==> config.mk <==
export PLATFORM = sky130hd
export DESIGN_NAME = vectored_interrupt_nesting
export DESIGN_NICKNAME = d
export VERILOG_FILES = /design/src/verilog/vic_nest_pkg.sv /design/src/verilog/vectored_interrupt_nesting.sv
export VERILOG_INCLUDE_DIRS = /design/src /design/src/verilog
export SDC_FILE = /design/constraint.sdc
export NUM_CORES = 1
export LEC_CHECK = 0
export ABC_AREA = 0
export BUFFER_PORTS_ARGS = -buffer_cell sky130_fd_sc_hd__buf_4
export CAP_MARGIN = 20
export CORE_MARGIN = 2
export CORE_UTILIZATION = 43
export DETAILED_ROUTE_END_ITERATION = 8
export PLACE_DENSITY = 0.61
export SYNTH_ARGS = -nofsm -noshare
export SYNTH_HDL_FRONTEND = slang
export SYNTH_SLANG_ARGS = --single-unit
export TNS_END_PERCENT = 30
==> constraint.sdc <==
create_clock -name clk -period 51.5 [get_ports clk]
set_clock_uncertainty 0.15 [all_clocks]
set_input_delay 2.575 -clock clk [delete_from_list [all_inputs] [get_ports clk]]
set_output_delay 2.575 -clock clk [all_outputs]
set_load 0.02 [all_outputs]
==> src/verilog/vic_nest_defs.svh <==
`ifndef VIC_NEST_DEFS_SVH
`define VIC_NEST_DEFS_SVH

`define ADDR_NORMAL_VECTOR 32'hFFFF001C
`define ADDR_PRIORITY_SET_C 32'hFFFF0028
`define ADDR_NESTING_CONTROL 32'hFFFF0030
`define ADDR_EXT_TRIG_CONFIG 32'hFFFF0034
`define ADDR_EDGE_CLEAR 32'hFFFF0038
`define ADDR_NORMAL_STACK 32'hFFFF003C
`define ADDR_FAST_VECTOR 32'hFFFF011C
`define ADDR_FAST_STACK 32'hFFFF013C

`define EXT3_PRI_LSB 12
`define EXT2_PRI_LSB 8
`define SPI_SLAVE_PRI_LSB 4
`define I2C_SLAVE_PRI_LSB 0

`define NORMAL_NEST_BIT 0
`define FAST_NEST_BIT 1

`define EDGE_CLR3_BIT 19
`define EDGE_CLR2_BIT 18
`define EDGE_CLR1_BIT 14
`define EDGE_CLR0_BIT 13

`define SRC_SPI_SLAVE 10
`define SRC_I2C_SLAVE 14
`define SRC_EXT2 16
`define SRC_EXT3 17
`define NUM_SOURCES 20

`define RST_PRIORITY_SET_C 15'h0000
`define RST_NESTING_CONTROL 2'h0
`define RST_EXT_TRIG_CONFIG 8'h00
`define RST_STACK 8'h00

`endif

==> src/verilog/vic_nest_pkg.sv <==
package vic_nest_pkg;
   typedef struct packed {
      logic psel;
      logic penable;
      logic pwrite;
      logic [31:0] paddr;
      logic [31:0] pwdata;
   } apb_req_type;

   typedef struct packed {
      logic valid;
      logic [4:0] idx;
      logic [2:0] level;
   } pick_type;

   typedef enum logic [1:0] {
      TRIG_HIGH = 2'b00,
      TRIG_LOW = 2'b01,
      TRIG_RISE = 2'b10,
      TRIG_FALL = 2'b11
   } trig_mode_type;

   typedef enum logic [1:0] {
      BUS_IDLE = 2'b01,
      BUS_DONE = 2'b10
   } bus_state_type;
endpackage : vic_nest_pkg

==> src/verilog/vectored_interrupt_nesting.sv <==
// Implementation choice: the APB register port.
`timescale 1ns/10ps
`include "vic_nest_defs.svh"

module vectored_interrupt_nesting (
   input wire logic clk,
   input wire logic rst,
   input vic_nest_pkg::apb_req_type apb,
   output logic [31:0] prdata,
   output logic pready,
   output logic pslverr,
   input wire logic [19:0] normal_active,
   input wire logic [19:0] fast_active,
   input wire logic [59:0] other_levels,
   input wire logic [15:0] vector_base,
   input wire logic [3:0] ext_int,
   output logic [3:0] ext_request,
   output logic normal_irq,
   output logic [4:0] normal_source,
   output logic fast_irq,
   output logic [4:0] fast_source
);
   import vic_nest_pkg::*;

   logic [14:0] priority_set_c;
   logic [1:0] nesting_control;
   logic [7:0] external_trigger_config;
   logic [7:0] normal_inservice_stack;
   logic [7:0] fast_inservice_stack;
   logic [3:0] sync1;
   logic [3:0] sync2;
   logic [3:0] sync3;
   logic [3:0] ext_level;
   logic [3:0] edge_pending;
   logic [3:0] edge_seen;
   logic [3:0] edge_clear;
   bus_state_type bus_state;
   pick_type normal_pick;
   pick_type fast_pick;
   pick_type cap_pick;
   pick_type next_normal_pick;
   pick_type next_fast_pick;
   logic [59:0] levels;
   logic [31:0] rd_data;
   logic rd_err;
   logic done;
   logic wr;
   logic rd;

   // mask of stack bits at or more urgent than a level
   function automatic logic [7:0] upto_mask(input logic [2:0] lvl);
      logic [7:0] m;
      m = 8'h00;
      for (int i = 0; i < 8; i++) begin
         if (3'(i) <= lvl) begin
            m[i] = 1'b1;
         end
      end
      return m;
   endfunction : upto_mask

   // most urgent unblocked source, or lowest active index with nesting off; lowest index wins a tie
   function automatic pick_type pick(input logic [19:0] act, input logic [59:0] lv,
                                     input logic [7:0] stack, input logic nest);
      pick_type p;
      logic [2:0] l;
      p = '0;
      for (int i = 0; i < `NUM_SOURCES; i++) begin
         l = lv[3*i +: 3];
         if (act[i]) begin
            if (!nest) begin
               if (!p.valid) begin
                  p = '{1'b1, 5'(i), 3'h0};
               end
            end else if ((stack & upto_mask(l)) == 8'h00) begin
               if (!p.valid || l < p.level) begin
                  p = '{1'b1, 5'(i), l};
               end
            end
         end
      end
      return p;
   endfunction : pick

   always_comb begin
      levels = other_levels;
      levels[3*`SRC_EXT3 +: 3] = priority_set_c[`EXT3_PRI_LSB +: 3];
      levels[3*`SRC_EXT2 +: 3] = priority_set_c[`EXT2_PRI_LSB +: 3];
      levels[3*`SRC_SPI_SLAVE +: 3] = priority_set_c[`SPI_SLAVE_PRI_LSB +: 3];
      levels[3*`SRC_I2C_SLAVE +: 3] = priority_set_c[`I2C_SLAVE_PRI_LSB +: 3];
      next_normal_pick = pick(normal_active, levels, normal_inservice_stack,
                              nesting_control[`NORMAL_NEST_BIT]);
      next_fast_pick = pick(fast_active, levels, fast_inservice_stack,
                            nesting_control[`FAST_NEST_BIT]);
   end

   always_ff @(posedge clk) begin
      if (rst) begin
         normal_pick <= '0;
         fast_pick <= '0;
         normal_irq <= 1'b0;
         fast_irq <= 1'b0;
         normal_source <= 5'h00;
         fast_source <= 5'h00;
      end else begin
         normal_pick <= next_normal_pick;
         fast_pick <= next_fast_pick;
         fast_irq <= next_fast_pick.valid;
         fast_source <= next_fast_pick.idx;
         // a fast request always wins over a normal one
         normal_irq <= next_normal_pick.valid && !next_fast_pick.valid;
         normal_source <= next_normal_pick.idx;
      end
   end

   // one wait state so read data and answer both leave flops
   assign done = (bus_state == BUS_DONE) && apb.psel && apb.penable;
   assign wr = done && apb.pwrite;
   assign rd = done && !apb.pwrite;

   always_comb begin
      rd_data = 32'h0000_0000;
      rd_err = 1'b0;
      if (apb.paddr == `ADDR_PRIORITY_SET_C) begin
         rd_data = {17'h0, priority_set_c} & 32'h0000_7777;
      end else if (apb.paddr == `ADDR_NESTING_CONTROL) begin
         rd_data = {30'h0, nesting_control};
      end else if (apb.paddr == `ADDR_EXT_TRIG_CONFIG) begin
         rd_data = {24'h00_0000, external_trigger_config};
      end else if (apb.paddr == `ADDR_EDGE_CLEAR) begin
         rd_data = 32'h0000_0000;
      end else if (apb.paddr == `ADDR_NORMAL_STACK) begin
         rd_data = {24'h00_0000, normal_inservice_stack};
      end else if (apb.paddr == `ADDR_FAST_STACK) begin
         rd_data = {24'h00_0000, fast_inservice_stack};
      end else if (apb.paddr == `ADDR_NORMAL_VECTOR) begin
         rd_data = {9'h0, vector_base, normal_pick.idx, 2'b00};
      end else if (apb.paddr == `ADDR_FAST_VECTOR) begin
         rd_data = {9'h0, vector_base, fast_pick.idx, 2'b00};
      end else begin
         rd_err = 1'b1;
      end
   end

   always_ff @(posedge clk) begin
      if (rst) begin
         bus_state <= BUS_IDLE;
         pready <= 1'b0;
         prdata <= 32'h0000_0000;
         pslverr <= 1'b0;
         cap_pick <= '0;
      end else begin
         case (bus_state)
            BUS_IDLE: begin
               if (apb.psel && apb.penable) begin
                  bus_state <= BUS_DONE;
                  pready <= 1'b1;
                  prdata <= apb.pwrite ? 32'h0000_0000 : rd_data;
                  pslverr <= rd_err;
                  // the level pushed is the one software was shown
                  cap_pick <= (apb.paddr == `ADDR_FAST_VECTOR) ? fast_pick : normal_pick;
               end
            end
            BUS_DONE: begin
               bus_state <= BUS_IDLE;
               pready <= 1'b0;
               pslverr <= 1'b0;
            end
            default: begin
               bus_state <= BUS_IDLE;
               pready <= 1'b0;
            end
         endcase
      end
   end

   always_ff @(posedge clk) begin
      if (rst) begin
         priority_set_c <= `RST_PRIORITY_SET_C;
         nesting_control <= `RST_NESTING_CONTROL;
         external_trigger_config <= `RST_EXT_TRIG_CONFIG;
      end else if (wr) begin
         if (apb.paddr == `ADDR_PRIORITY_SET_C) begin
            priority_set_c <= apb.pwdata[14:0] & 15'h7777;
         end else if (apb.paddr == `ADDR_NESTING_CONTROL) begin
            nesting_control <= apb.pwdata[1:0];
         end else if (apb.paddr == `ADDR_EXT_TRIG_CONFIG) begin
            external_trigger_config <= apb.pwdata[7:0];
         end
      end
   end

   always_ff @(posedge clk) begin
      if (rst) begin
         normal_inservice_stack <= `RST_STACK;
      end else if (wr && apb.paddr == `ADDR_NORMAL_STACK) begin
         normal_inservice_stack <= normal_inservice_stack & (normal_inservice_stack - 8'h01);
      end else if (rd && apb.paddr == `ADDR_NORMAL_VECTOR &&
                   nesting_control[`NORMAL_NEST_BIT] && cap_pick.valid) begin
         normal_inservice_stack <= normal_inservice_stack | (8'h01 << cap_pick.level);
      end
   end

   always_ff @(posedge clk) begin
      if (rst) begin
         fast_inservice_stack <= `RST_STACK;
      end else if (wr && apb.paddr == `ADDR_FAST_STACK) begin
         fast_inservice_stack <= fast_inservice_stack & (fast_inservice_stack - 8'h01);
      end else if (rd && apb.paddr == `ADDR_FAST_VECTOR &&
                   nesting_control[`FAST_NEST_BIT] && cap_pick.valid) begin
         fast_inservice_stack <= fast_inservice_stack | (8'h01 << cap_pick.level);
      end
   end

   // a change counts only once two late stages agree
   always_ff @(posedge clk) begin
      if (rst) begin
         sync1 <= 4'h0;
         sync2 <= 4'h0;
         sync3 <= 4'h0;
         ext_level <= 4'h0;
      end else begin
         sync1 <= ext_int;
         sync2 <= sync1;
         sync3 <= sync2;
         for (int i = 0; i < 4; i++) begin
            if (sync2[i] == sync3[i]) begin
               ext_level[i] <= sync3[i];
            end
         end
      end
   end

   assign edge_clear = wr && apb.paddr == `ADDR_EDGE_CLEAR ?
                       {apb.pwdata[`EDGE_CLR3_BIT], apb.pwdata[`EDGE_CLR2_BIT],
                        apb.pwdata[`EDGE_CLR1_BIT], apb.pwdata[`EDGE_CLR0_BIT]} :
                       4'h0;

   always_comb begin
      for (int i = 0; i < 4; i++) begin
         edge_seen[i] = 1'b0;
         if (sync2[i] == sync3[i] && sync3[i] != ext_level[i]) begin
            case (trig_mode_type'(external_trigger_config[2*i +: 2]))
               TRIG_RISE: edge_seen[i] = sync3[i];
               TRIG_FALL: edge_seen[i] = !sync3[i];
               default: edge_seen[i] = 1'b0;
            endcase
         end
      end
   end

   always_ff @(posedge clk) begin
      if (rst) begin
         edge_pending <= 4'h0;
      end else begin
         // a new edge in the clearing cycle is kept
         edge_pending <= (edge_pending & ~edge_clear) | edge_seen;
      end
   end

   always_ff @(posedge clk) begin
      if (rst) begin
         ext_request <= 4'h0;
      end else begin
         for (int i = 0; i < 4; i++) begin
            case (trig_mode_type'(external_trigger_config[2*i +: 2]))
               TRIG_HIGH: ext_request[i] <= ext_level[i];
               TRIG_LOW: ext_request[i] <= !ext_level[i];
               default: ext_request[i] <= edge_pending[i];
            endcase
         end
      end
   end
endmodule : vectored_interrupt_nesting

# --- After elaboration in Yosys (flattened, before gate mapping) ---
# Cells that the tools add are included.
totals:
  register_bits: 121
  inputBits: 189
  out_inout_bits: 50
op_classes:
  n_addsub: 2
  n_lt_le_gt_ge: 198
  n_eq_ne: 31
  shift: 1
  mux: 1033
  bitwise: 50
  reduce_logical: 158
ops:
  columns: ["operator", "count"]
  rows:
  - ["9-bit two-way mux", 159]
  - ["1-bit two-way mux", 813]
  - ["8-bit bitwise AND", 42]
  - ["8-bit two-way mux", 42]
  - ["8-bit zero test", 40]
  - ["32-bit == test, second input constant", 8]
  - ["3-bit less-or-equal comparator, first input constant", 80]
  - ["23-bit two-way mux", 8]
  - ["1-bit by 3-bit less-or-equal comparator with 1-bit output, first input constant", 40]
  - ["2-bit by 3-bit less-or-equal comparator with 1-bit output, first input constant", 40]
  - ["3-bit less-than comparator", 38]
  - ["1-bit zero test", 48]
  - ["1-bit logical OR", 38]
  - ["32-bit two-way mux", 1]
  - ["1-bit logical AND", 19]
  - ["2-bit == test, second input constant", 9]
  - ["1-bit one-hot mux with 2 select lines", 9]
  - ["8-bit OR", 2]
  - ["8-bit by 1-bit subtractor with 8-bit output, second input constant", 2]
  - ["2-bit by 1-bit == test with 1-bit output, second input constant", 5]
  - ["2-bit zero test", 4]
  - ["1-bit by 3-bit left shift with 8-bit output, first input constant", 1]
  - ["2-bit AND reduction", 3]
  - ["2-bit nonzero test", 3]
  - ["other kinds (11)", 19]

# --- Longest topological paths before layout ---
# Gate-level depths: netlist of the first run.
logic_depth:
  word_depth: 125
  mapped_depth: 156

# --- Worst setup path after synthesis of the first run ---
# No wires, ideal clock.
synth_timing:
  path_type: "input-to-reg"
  startpoint: "input port other_levels[0]"
  endpoint: "register normal_pick[5] in the netlist's numbering"
  setup_time_ns: 0.087
  t_arrival_ns: 27.800
  t_required_ns: 51.263
  slack_ns: 23.463
  cell_stages: 149
  path_buffers: 2
  cell_sequence: "buf_2 -> a21o_1 -> a21oi_1 -> and4b_1 -> buf_6 -> nand3_1 -> ha_1 -> o21a_1 -> o21ai_0 -> o21bai_1 -> o41ai_1 -> a21oi_1 -> ha_1 -> a211o_1 -> o21ai_0 -> a32o_1 -> inv_1 -> ha_1 -> (+113 left out) -> and2_1 -> o22ai_1 -> a21oi_1 -> ha_1 -> nor2_1 -> inv_1 -> nor4_1 -> a31o_1 -> a21oi_1 -> o22ai_2 -> nand2_1 -> o21ai_0 -> a21oi_1 -> ha_1 -> nand2_1 -> o211a_1 -> a32oi_2 -> nor4b_2"
synth_between:
  elab_chain_len: 123
  word_cells_on_any_way: 189
synth_lines:
  columns: ["item", "line", "rtl"]
  rows:
  - ["start: declaration", "vectored_interrupt_nesting.sv:14", "input wire logic [59:0] other_levels,"]
  - ["1-bit by 3-bit less-or-equal comparator with 1-bit output (tied with other cells)", "vectored_interrupt_nesting.sv:55", "if (3'(i) <= lvl) begin"]
  - ["1-bit two-way mux", "vectored_interrupt_nesting.sv:55", null]
  - ["1-bit two-way mux", "vectored_interrupt_nesting.sv:71", "if (!nest) begin"]
  - ["1-bit two-way mux", "vectored_interrupt_nesting.sv:70", "if (act[i]) begin"]
  - ["8-bit bitwise AND", "vectored_interrupt_nesting.sv:75", "end else if ((stack & upto_mask(l)) == 8'h00) begin"]
  - ["8-bit zero test", "vectored_interrupt_nesting.sv:75", null]
  - ["9-bit two-way mux *", "vectored_interrupt_nesting.sv:75", null]
  - ["9-bit two-way mux *", "vectored_interrupt_nesting.sv:71", null]
  - ["(+107 left out)", null, null]
  - ["9-bit two-way mux", "vectored_interrupt_nesting.sv:71", null]
  - ["9-bit two-way mux *", "vectored_interrupt_nesting.sv:70", null]
  - ["3-bit less-than comparator / 1-bit zero test (equally long branches)", "vectored_interrupt_nesting.sv:76", "if (!p.valid || l < p.level) begin"]
  - ["1-bit logical OR", "vectored_interrupt_nesting.sv:76", null]
  - ["9-bit two-way mux", "vectored_interrupt_nesting.sv:76", null]
  - ["9-bit two-way mux", "vectored_interrupt_nesting.sv:75", null]
  - ["9-bit two-way mux", "vectored_interrupt_nesting.sv:71", null]
  - ["9-bit two-way mux *", "vectored_interrupt_nesting.sv:70", null]
  - ["end signal: assignment", "vectored_interrupt_nesting.sv:106", "normal_pick <= next_normal_pick;"]
  - ["end: declaration", "vectored_interrupt_nesting.sv:38", "pick_type normal_pick;"]
# Mark *: on every way between the ends. The rest lies on a longest branch, timed or not. The select of a mux whose other input is x is not followed.
# A chain may end at the register's enable or synchronous reset.

# --- Worst setup path in the final report of the first run ---
layout_timing:
  startpoint: "input port other_levels[1]"
  endpoint: "register normal_pick[5] in the netlist's numbering"
# Same word-level chain as after synthesis.

==> run summary, run 1 <==
Routed via count -> 18090
Required @ worst endpoint -> 51.61 ns
Count of cell types in the netlist -> 122
Final Max Tran Viols -> 0
Async set or reset register ratio after synthesis -> 0%
Core footprint -> 34700 um2
Standard cell with the maximum stage delay on the critical path -> and4b_1
EDFF count, synth -> 0
TritonCTS Buffers -> 9
Dpl cells -> 2792
Cell Area, Synth -> 15300 um2
Biggest area consumer among synthesized cells -> dfxtp_1
Wire length reported by the detailed router -> 58000 um
Layout overhead on the synthesized area -> 12.4%
Boundary pin count -> 239
Non-Filler Cell Area, Final -> 17100 um2
Number of cells on the worst reg-to-reg path -> 151
Mean post-synth cell area -> 6.74 um2
Buffers inserted by post-CTS timing repair -> 0
Register area share after synthesis -> 14.6%
Slew at the pin with the worst max-slew slack -> 0.911 ns
Number of global-route vias before repair -> 16579
Worst hold slack after final layout -> 0.289 ns
Area post-placement -> 16900 um2
Max Cap Viol -> 0
Top routing layer in use -> met4
Setup TNS -> 0 ns
Iteration-0 DRC Markers -> 1694
Met2 wirelength from detailed routing -> 26800 um
Port Buffer Count -> 201
Pin count of the biggest net entering global routing -> 69
CTS H-tree lvls -> 3
Post-layout nets -> 2583
Routability congestion estimate from global placement -> 0.939
Antenna violations before repair -> 0
Number of design rule violations left after detail routing -> 0
Leakage component of the power -> 6.70 nW
Number of clock sinks -> 111
Final cycle utilization of the critical path -> 62.5%
Outcome -> complete, no violations
Category of the most critical setup path -> input port to register
First-pass iteration count of the detailed router -> 6
Met1 layer wirelength in the final routing -> 24700 um
Leftover overflow at the end of global routing -> 0
Cell types occupying the most area after synthesis -> dfxtp_1 15%, a21oi_1 8.1%, nor2_1 6.4%
Instance count of the mapped netlist -> 2263
Initial Utilization -> 44.0%
Ratio of cells with drive above 1 in the final layout -> 15.9%
Data arrival time of the critical path -> 32.28 ns
PnR Total Power -> 0.213 mW
Worst Setup End Kind -> register
Count of cells resized by post-cts repair -> 0
Most numerous cell types in the synthesized netlist -> 260 x nor2_1, 247 x nand2_1, 246 x a21oi_1
Std cell rows -> 68
Worst-case vdd ir drop -> 0.0000157 V
Peak fanout along the critical path -> 13
Number of buffers between clock root and the deepest sink -> 2
Detailed-route wire length per cell -> 20.7 um
Achievable frequency -> 31.1 MHz
Power density normalized to cell area -> 12.4 nW/um2
Time the final worst path needs with I/O delays and setup -> 32.17 ns
Latest clock arrival within the worst-skew pair -> 0.35 ns
Critical path's largest stage delay -> 0.48 ns
Share of Yosys cell area claimed by the top area cell type -> 14.6%
Most numerous cell in the Yosys netlist -> nor2_1
Global-route wire length before repair -> 89400 um
Count of fill cells added during filler insertion -> 3557
TritonCTS clock tree -> built
Most instantiated flip-flop cell in the synthesis netlist -> dfxtp_1
Number of stages on the worst hold path -> 1
Non-Filler Instances -> 2809
Crit start category -> input port
Width of the die -> 192 um
Ys Warns -> 0
Vias per inst -> 6.44
Routed length on met3 -> 4550 um
Slew headroom -> 39.2%
Register clock-pin slew on the reported worst setup and hold paths -> 0.07 ns
Seq. cell area -> 2230 um2
DP HPWL -> 43500 um
Aggregate global-route resource usage -> 30.2%
Die Height -> 192 um
DRT antenna net count -> 0
Final-report setup violation count -> 0
RSZ-0062 raised after global routing -> false
Most prevalent standard cell on the critical path -> ha_1
Number of hold-slack violations in the final timing report -> 0
Worst hold-check path type -> register to register
Area of the multi-input gates -> 12000 um2
Cell chosen for the clock root -> clkbuf_16
Die footprint -> 37000 um2
Post-CTS Hold Fix Bufs -> 0
FF+latch count, synth -> 111
[state kept, by name, indices dropped and copies added (netlist names)]
register,flops
bus_state,1
cap_pick,4
edge_pending,4
ext_level,4
ext_request,4
external_trigger_config,8
fast_inservice_stack,8
fast_pick,9
nesting_control,2
normal_inservice_stack,8
normal_irq,1
normal_pick,9
prdata,23
pready,1
priority_set_c,12
pslverr,1
sync1,4
sync2,4
sync3,4
[through the flow]
| step | worst slack, ns | util, % |
|---|---|---|
| CTS | 19.56 | 49.4 |
| detailed placement | 19.40 | 48.6 |
| global placement | 19.79 | 48.6 |
| finish | 19.34 | 49.4 |
| floorplan | 23.46 | - |
| global route | 16.94 | 49.4 |
[final cells by class]
type | instances | area share, %
clock inverters | 4 | 0.168
diodes | 1 | 0.0146
clock buffers | 12 | 1.50
multi-input cells | 1910 | 70.1
flip-flops and latches | 111 | 13.0
well taps | 455 | 3.32
repair buffers | 230 | 10.1
inverters | 86 | 1.88
[metal layers]
layer | track usage (%) | up-vias
met2 | 50.9 | 763
met3 | 3.87 | 130
met5 | 0 | -
li1 | - | 8647
met4 | 10.3 | 0
met1 | 39.6 | 8550
[cell usage in the layout, fill, tap and decap left out, types with 27 or more instances in the layout]
| cell type | netlist | routed |
|---|---|---|
| buf_4 | 19 | 230 |
| o22ai_1 | 27 | 27 |
| nor3_1 | 55 | 55 |
| mux2i_1 | 46 | 46 |
| a21o_1 | 40 | 40 |
| a31oi_1 | 34 | 34 |
| nand3_1 | 65 | 65 |
| nor2_1 | 260 | 260 |
| o21ai_0 | 155 | 155 |
| nand2_1 | 247 | 247 |
| inv_1 | 81 | 81 |
| ha_1 | 46 | 46 |
| dfxtp_1 | 111 | 109 |
| o211ai_1 | 30 | 30 |
| a21oi_1 | 246 | 246 |
| o21a_1 | 42 | 42 |
| or2_2 | 31 | 31 |
[power by group]
part / switching, mW / internal [mW] / leakage (nW)
Clock: 0.0314 / 0.0356 / 0.135
Sequential: 0.000518 / 0.0866 / 0.899
Combinational: 0.0359 / 0.0229 / 5.66
[kinds of logic after synthesis]
kind of cell | after synthesis | share of synthesized area (%)
muxes | 74 | 5.29
xor gates and xnor gates | 4 | 0.230
buffers and inverters | 250 | 6.95
other | 1 | 0.0246
adders and majority gates | 63 | 4.90
AOI/OAI and AO/OA | 899 | 40.8
DFF | 111 | 14.6
and+or+nand+nor | 861 | 27.2
[worst paths after layout]
| path | from | endpoint | slack [ns] |
|---|---|---|---|
| setup / recovery | other_levels[1] | normal_pick[5] | 19.34 |
| hold / removal | sync1[2] | sync2[2] | 0.29 |
| setup reg to reg | normal_inservice_stack[6] | normal_pick[5] | 21.31 |
| hold reg to reg | sync1[2] | sync2[2] | 0.29 |
[critical path, delay by kind of cell]
kind	cells	cell delay [ns]
muxes	7	2.29
and+or+nand+nor	48	8.03
buffers and inverters	7	0.71
adders and majority gates	19	5.60
AOI/OAI and AO/OA	70	13.00
No activity file was read; power rests on OpenSTA's default activity.
==> run 2, diff against run 1 <==
Settings changed: ABC_AREA 0 to 1, PLACE_DENSITY 0.61 to 0.62.
Clock period 51.5 ns to 32.2 ns, I/O delays scaled along.
==> run 2 against run 1 <==
Compared with the run above:
- clock power up 84%
- area after synthesis down 8.7%
- combinational power up 25%
- register-to-register slack worse by 12 ns
- die area down 8.5%
- wire length down 9.0%
- sequential share of layout area up 1.1 points
- first-iteration DRC count up 16%
- core utilization up 0.47 points
- non-clock buffer count up 2
- clock-buffer cell count down 3
- total power up 59%
- critical endpoint is now normal_pick[0]
==> run summary, run 2 <==
Boundary pin count -> 239
Wire length reported by the detailed router -> 52800 um
Count of cells resized by post-cts repair -> 0
Most instantiated flip-flop cell in the synthesis netlist -> dfxtp_1
RSZ-0062 raised after global routing -> false
Most numerous cell types in the synthesized netlist -> 637 x nand2_1, 378 x inv_1, 254 x nand3_1
Buffers inserted by post-CTS timing repair -> 0
Outcome -> complete, no violations
Largest register FFs -> 23
Antenna violations before repair -> 0
FF+latch count, synth -> 111
Final Max Tran Viols -> 0
Routability congestion estimate from global placement -> 0.943
EDFF count, synth -> 0
Power density normalized to cell area -> 21.4 nW/um2
TritonCTS Buffers -> 9
Dpl cells -> 3027
Share of Yosys cell area claimed by the top area cell type -> 17.2%
Worst Setup End Kind -> register
Layout overhead on the synthesized area -> 13.5%
CTS H-tree lvls -> 3
TritonCTS clock tree -> built
Detailed-route wire length per cell -> 17.3 um
Most numerous cell in the Yosys netlist -> nand2_1
Critical path's largest stage delay -> 0.42 ns
Ratio of cells with drive above 1 in the final layout -> 13.8%
Leakage component of the power -> 7.54 nW
Pin count of the biggest net entering global routing -> 63
Core footprint -> 31700 um2
Global-route wire length before repair -> 83000 um
Achievable frequency -> 41.8 MHz
Latest clock arrival within the worst-skew pair -> 0.36 ns
Register area share after synthesis -> 15.9%
Die footprint -> 33900 um2
Top flop regs -> prdata (23), priority_set_c (12)
Routed via count -> 17573
Required @ worst endpoint -> 32.34 ns
Peak fanout along the critical path -> 6
Width of the die -> 184 um
Diodes inserted -> 0
Top library cells by usage in the layout, fill and taps aside -> 637 x nand2_1, 378 x inv_1, 254 x nand3_1
Mean post-synth cell area -> 5.57 um2
Count of fill cells added during filler insertion -> 3374
Final-report setup violation count -> 0
Aggregate global-route resource usage -> 30.6%
Max Cap Viol -> 0
Worst-case vdd ir drop -> 0.0000267 V
Vias per inst -> 5.77
Cell Area, Synth -> 13900 um2
Die Height -> 184 um
Commonest non-fill, non-tap cell in the layout -> nand2_1
Worst hold-check path type -> register to register
Most prevalent standard cell on the critical path -> nand2_1
Non-Filler Instances -> 3045
Data arrival time of the critical path -> 24.06 ns
Biggest area consumer among synthesized cells -> nand2_1
Post-CTS Hold Fix Bufs -> 0
Reg with most FFs -> prdata
Ys Warns -> 0
Cell types occupying the most area after synthesis -> nand2_1 17%, dfxtp_1 16%, inv_1 10%
Crit start category -> input port
Number of clock sinks -> 111
Async set or reset register ratio after synthesis -> 0%
First-pass iteration count of the detailed router -> 7
Category of the most critical setup path -> input port to register
Standard cell with the maximum stage delay on the critical path -> o32ai_1
Setup TNS -> 0 ns
Slew headroom -> 34.6%
DRT antenna net count -> 0
Number of buffers between clock root and the deepest sink -> 2
Count of cell types in the netlist -> 58
Time the final worst path needs with I/O delays and setup -> 23.92 ns
Instance count of the mapped netlist -> 2500
Register clock-pin slew on the reported worst setup and hold paths -> 0.09 ns
Iteration-0 DRC Markers -> 1963
Post-layout nets -> 2873
DP HPWL -> 39300 um
Leftover overflow at the end of global routing -> 0
Number of global-route vias before repair -> 15797
Final cycle utilization of the critical path -> 74.3%
Std cell rows -> 65
Number of hold-slack violations in the final timing report -> 0
Cell chosen for the clock root -> clkbuf_16
Initial Utilization -> 43.9%
Number of design rule violations left after detail routing -> 0
Port Buffer Count -> 201
Slew at the pin with the worst max-slew slack -> 0.980 ns
==> run 2: stage by stage <==
step                setup WS [ns]  hold WS, ns  power, mW  cell area [um2]  utilization (%)
floorplan                   11.23        0.238      0.186            14000                -
global placement             8.51        0.241      0.216            15500             48.7
detailed placement           8.09        0.247      0.217            15500             48.7
CTS                          8.34        0.261      0.339            15800             49.8
global route                 5.51        0.280      0.353            15800             49.9
finish                       8.28        0.257      0.338            15800             49.9
==> run 2: worst paths after layout <==
| check | startpoint | end | slack [ns] | cells after the start |
|---|---|---|---|---|
| max reg2reg | normal_inservice_stack[2] | normal_pick[0] | 8.95 | 185 |
| min | sync1[1] | sync2[1] | 0.26 | 2 |
| max | other_levels[0] | normal_pick[0] | 8.28 | 188 |
| min reg2reg | sync1[1] | sync2[1] | 0.26 | 2 |
==> run 2: routing by layer <==
layer | track usage [%] | vias to the layer above | wire length (um)
li1 | - | 8576 | -
met1 | 40.8 | 7894 | 22300
met2 | 49.2 | 935 | 22900
met3 | 5.23 | 168 | 5570
met4 | 11.6 | 0 | 2070
met5 | 0 | - | 0
==> run 2: cells by family (layout without fill, tap and decap cells) <==
logic type / after synthesis / after routing / share of synthesized area [%]
AOI/OAI and AO/OA: 544 / 544 / 23.4
xor gates and xnor gates: 2 / 2 / 0.126
adders and majority gates: 46 / 46 / 4.13
buffers and inverters: 509 / 644 / 16.0
DFF: 111 / 111 / 15.9
other: 1 / 9 / 0.0269
and+or+nand+nor: 1287 / 1287 / 40.4
==> run 2: area by class of cell <==
| cell class | instances | area, um2 | share of cell area [%] |
|---|---|---|---|
| clock buffer | 9 | 225 | 1.42 |
| clock inverter | 7 | 113 | 0.712 |
| inverter | 396 | 1490 | 9.41 |
| multi-input combinational | 1888 | 9510 | 60.1 |
| sequential | 111 | 2220 | 14.1 |
| tap | 402 | 503 | 3.18 |
| timing repair buffer | 232 | 1750 | 11.1 |
==> run 2: worst max-delay path: cells and delay by family <==
family / cells / cell delay (ns)
AOI/OAI and AO/OA: 53 / 7.72
adders and majority gates: 19 / 5.26
buffers and inverters: 21 / 1.71
and+or+nand+nor: 95 / 7.76
==> run 2: power breakdown <==
| part | internal [mW] | switching [mW] | leakage [nW] |
|---|---|---|---|
| Clock | 0.0584 | 0.0646 | 0.162 |
| Combinational | 0.0276 | 0.0462 | 6.48 |
| Sequential | 0.139 | 0.00201 | 0.901 |
| Total | 0.225 | 0.113 | 7.54 |
==> run 3, diff against run 2 <==
Settings changed: PLACE_DENSITY 0.62 to 0.64.
Clock period 32.2 ns to 19.5 ns, I/O delays scaled along.
==> run 3 against run 2 <==
Compared with the run above:
- register-to-register slack got worse by 10 ns
- clock power increased by 54%
- final area increased by 26%
- sequential power increased by 65%
- the run now ends with setup timing left
- first-iteration DRC count decreased by 5.0%
- combinational power increased by 120%
- via count increased by 13%
- setup slack got worse by 10 ns
- die area unchanged
- critical path depth increased by 5
- worst hold slack about the same
- critical path type unchanged
- total power increased by 72%
==> run summary, run 3 (synthesis gave the netlist of run 2 again) <==
Leftover overflow at the end of global routing -> 0
Register clock-pin slew on the reported worst setup and hold paths -> 0.09 ns
CP bufs+invs -> 88
Slew headroom -> 27.1%
Leakage component of the power -> 9.81 nW
Port Buffer Count -> 201
FF-to-FF End -> fast_pick[3]
Slew at the pin with the worst max-slew slack -> 1.09 ns
Ratio of cells with drive above 1 in the final layout -> 31.0%
Non-Filler Instances -> 3481
Number of stages on the worst hold path -> 2
Wire length reported by the detailed router -> 61100 um
Area of the multi-input gates -> 10400 um2
Outcome -> complete, but fails checks
RSZ-0062 raised after global routing -> true
Top flop regs -> prdata (23), priority_set_c (12)
Seq. cell area -> 2220 um2
Top library cells by usage in the layout, fill and taps aside -> 653 x buf_4, 596 x nand2_1, 359 x inv_1
Layout overhead on the synthesized area -> 43.5%
Diodes inserted -> 0
Number of global-route vias before repair -> 18293
CTS H-tree lvls -> 3
Reg2reg setup slack -> -1.24 ns
Number of clock sinks -> 111
TritonCTS Buffers -> 9
Max Cap Viol -> 0
Routability congestion estimate from global placement -> 0.952
Top routing layer in use -> met4
Category of the most critical setup path -> input port to register
Worst-case vdd ir drop -> 0.0000375 V
Boundary pin count -> 239
Critical hold path startpoint -> sync1[1]
Iteration-0 DRC Markers -> 1864
DP HPWL -> 42600 um
Dpl cells -> 3279
Setup TNS -> -23.67 ns
Final cycle utilization of the critical path -> 109%
Met1 layer wirelength in the final routing -> 24400 um
Core footprint -> 31700 um2
Number of hold-slack violations in the final timing report -> 0
Final Max Tran Viols -> 0
Met2 wirelength from detailed routing -> 27600 um
Die Height -> 184 um
Antenna violations before repair -> 0
Die footprint -> 33900 um2
Data arrival time of the critical path -> 21.51 ns
Detailed-route wire length per cell -> 17.6 um
Commonest non-fill, non-tap cell in the layout -> buf_4
Worst Setup End Kind -> register
Post-layout nets -> 3309
Power density normalized to cell area -> 29.1 nW/um2
DRT antenna net count -> 0
Peak fanout along the critical path -> 4
First-pass iteration count of the detailed router -> 6
Routed via count -> 19872
TritonCTS clock tree -> built
Required @ worst endpoint -> 19.66 ns
Number of cells on the worst reg-to-reg path -> 185
Number of buffers between clock root and the deepest sink -> 2
Routed length on met3 -> 6170 um
Final-report setup violation count -> 16
Vias per inst -> 5.71
Latest clock arrival within the worst-skew pair -> 0.36 ns
Reg with most FFs -> prdata
Violations in the final reports -> setup timing
Aggregate global-route resource usage -> 34.1%
Time the final worst path needs with I/O delays and setup -> 21.35 ns
Pin count of the biggest net entering global routing -> 63
Crit start category -> input port
Critical path's largest stage delay -> 0.32 ns
Largest delay contributor family on the critical path -> buffers and inverters
Most prevalent standard cell on the critical path -> buf_4
Core utilization of the finished layout -> 63.0%
Worst hold-check path type -> register to register
Std cell rows -> 65
Global-route wire length before repair -> 93100 um
Number of design rule violations left after detail routing -> 0
Worst hold slack after final layout -> 0.257 ns
Initial Utilization -> 43.9%
Cell chosen for the clock root -> clkbuf_16
Post-layout worst setup margin -> -1.85 ns
Standard cell with the maximum stage delay on the critical path -> o32a_1
Launch point of the worst reg-to-reg path -> fast_inservice_stack[2]
Endpoint of the worst hold-timing path -> sync2[1]
Achievable frequency -> 46.8 MHz
Largest register FFs -> 23
Count of fill cells added during filler insertion -> 2988
Width of the die -> 184 um
==> run 3: cell count changes in the layout (fill, tap and decap cells not counted), moves of 10 or more <==
cell     before  now
buf_4       230  653
inv_1       378  359
inv_2        13   29
nand2_1     637  596
o21ai_1       7   31
nand2_4       3   23
a21oi_2       6   34
nand3_1     254  244
ha_4          0   12
ha_1         46   34
nand2_2      71   92
a21oi_1     180  150
o21ai_0     175  144
==> run 3: repair_timing <==
| item | 4_1_cts | 5_1_grt |
|---|---|---|
| resized for setup | 84 | 118 |
| buffers inserted | 143 | 40 |
| hold buffers | 0 | 0 |
| endpoints found under the setup margin | 16 | 16 |
| pin swaps | 42 | 126 |
==> run 3: area by class of cell <==
class,count,share of cell area (%)
Clock buffer,9,1.13
Clock inverter,7,0.401
Inverter,396,7.52
Multi-Input combinational cell,1888,51.8
Sequential cell,111,11.1
Tap cell,402,2.52
Timing Repair Buffer,668,25.5
==> run 3: where the power goes <==
part	internal, mW	total (mW)	switching (mW)
clock network	0.0919	0.189	0.0976
registers	0.230	0.233	0.00345
logic	0.0681	0.159	0.0905
total	0.390	0.581	0.191
==> run 3: worst reg2reg max path: cells and delay by family (launching register included) <==
kind	cells	cell delay (ns)
flip-flops	1	0.37
AO/OA/AOI/OAI	37	4.08
adder cells (fa/ha/maj)	11	3.01
buffers and inverters	79	8.65
AND/OR/NAND/NOR	58	4.46
==> run 3: stage by stage <==
step	instance area [um2]	power [mW]	worst slack (ns)
after global routing	20000	0.607	-3.15
after floorplan	14100	0.308	-0.407
after global placement	17400	0.372	-1.94
final	20000	0.581	-1.85
after detailed placement	17400	0.375	-2.18
after CTS	19100	0.569	-0.959
==> run 3: routing by layer <==
metal | GRT usage [%] | vias to the layer above
li1 | - | 9444
met1 | 43.0 | 9026
met2 | 56.6 | 1149
met3 | 5.76 | 253
met4 | 15.6 | 0
met5 | 0 | -
==> run 3: how the worst max path moves through the flow <==
stage,startpoint,slack (ns),cells after the start,to
3_3_place_gp,other_levels[0],-1.94,207,fast_pick[7]
4_1_cts,other_levels[1],-0.96,206,fast_pick[4]
2_1_floorplan,other_levels[1],-0.41,191,normal_pick[0]
6_report,other_levels[0],-1.85,193,fast_pick[3]
5_1_grt,other_levels[0],-3.15,199,normal_pick[2]
3_5_place_dp,other_levels[0],-2.18,206,fast_pick[7]
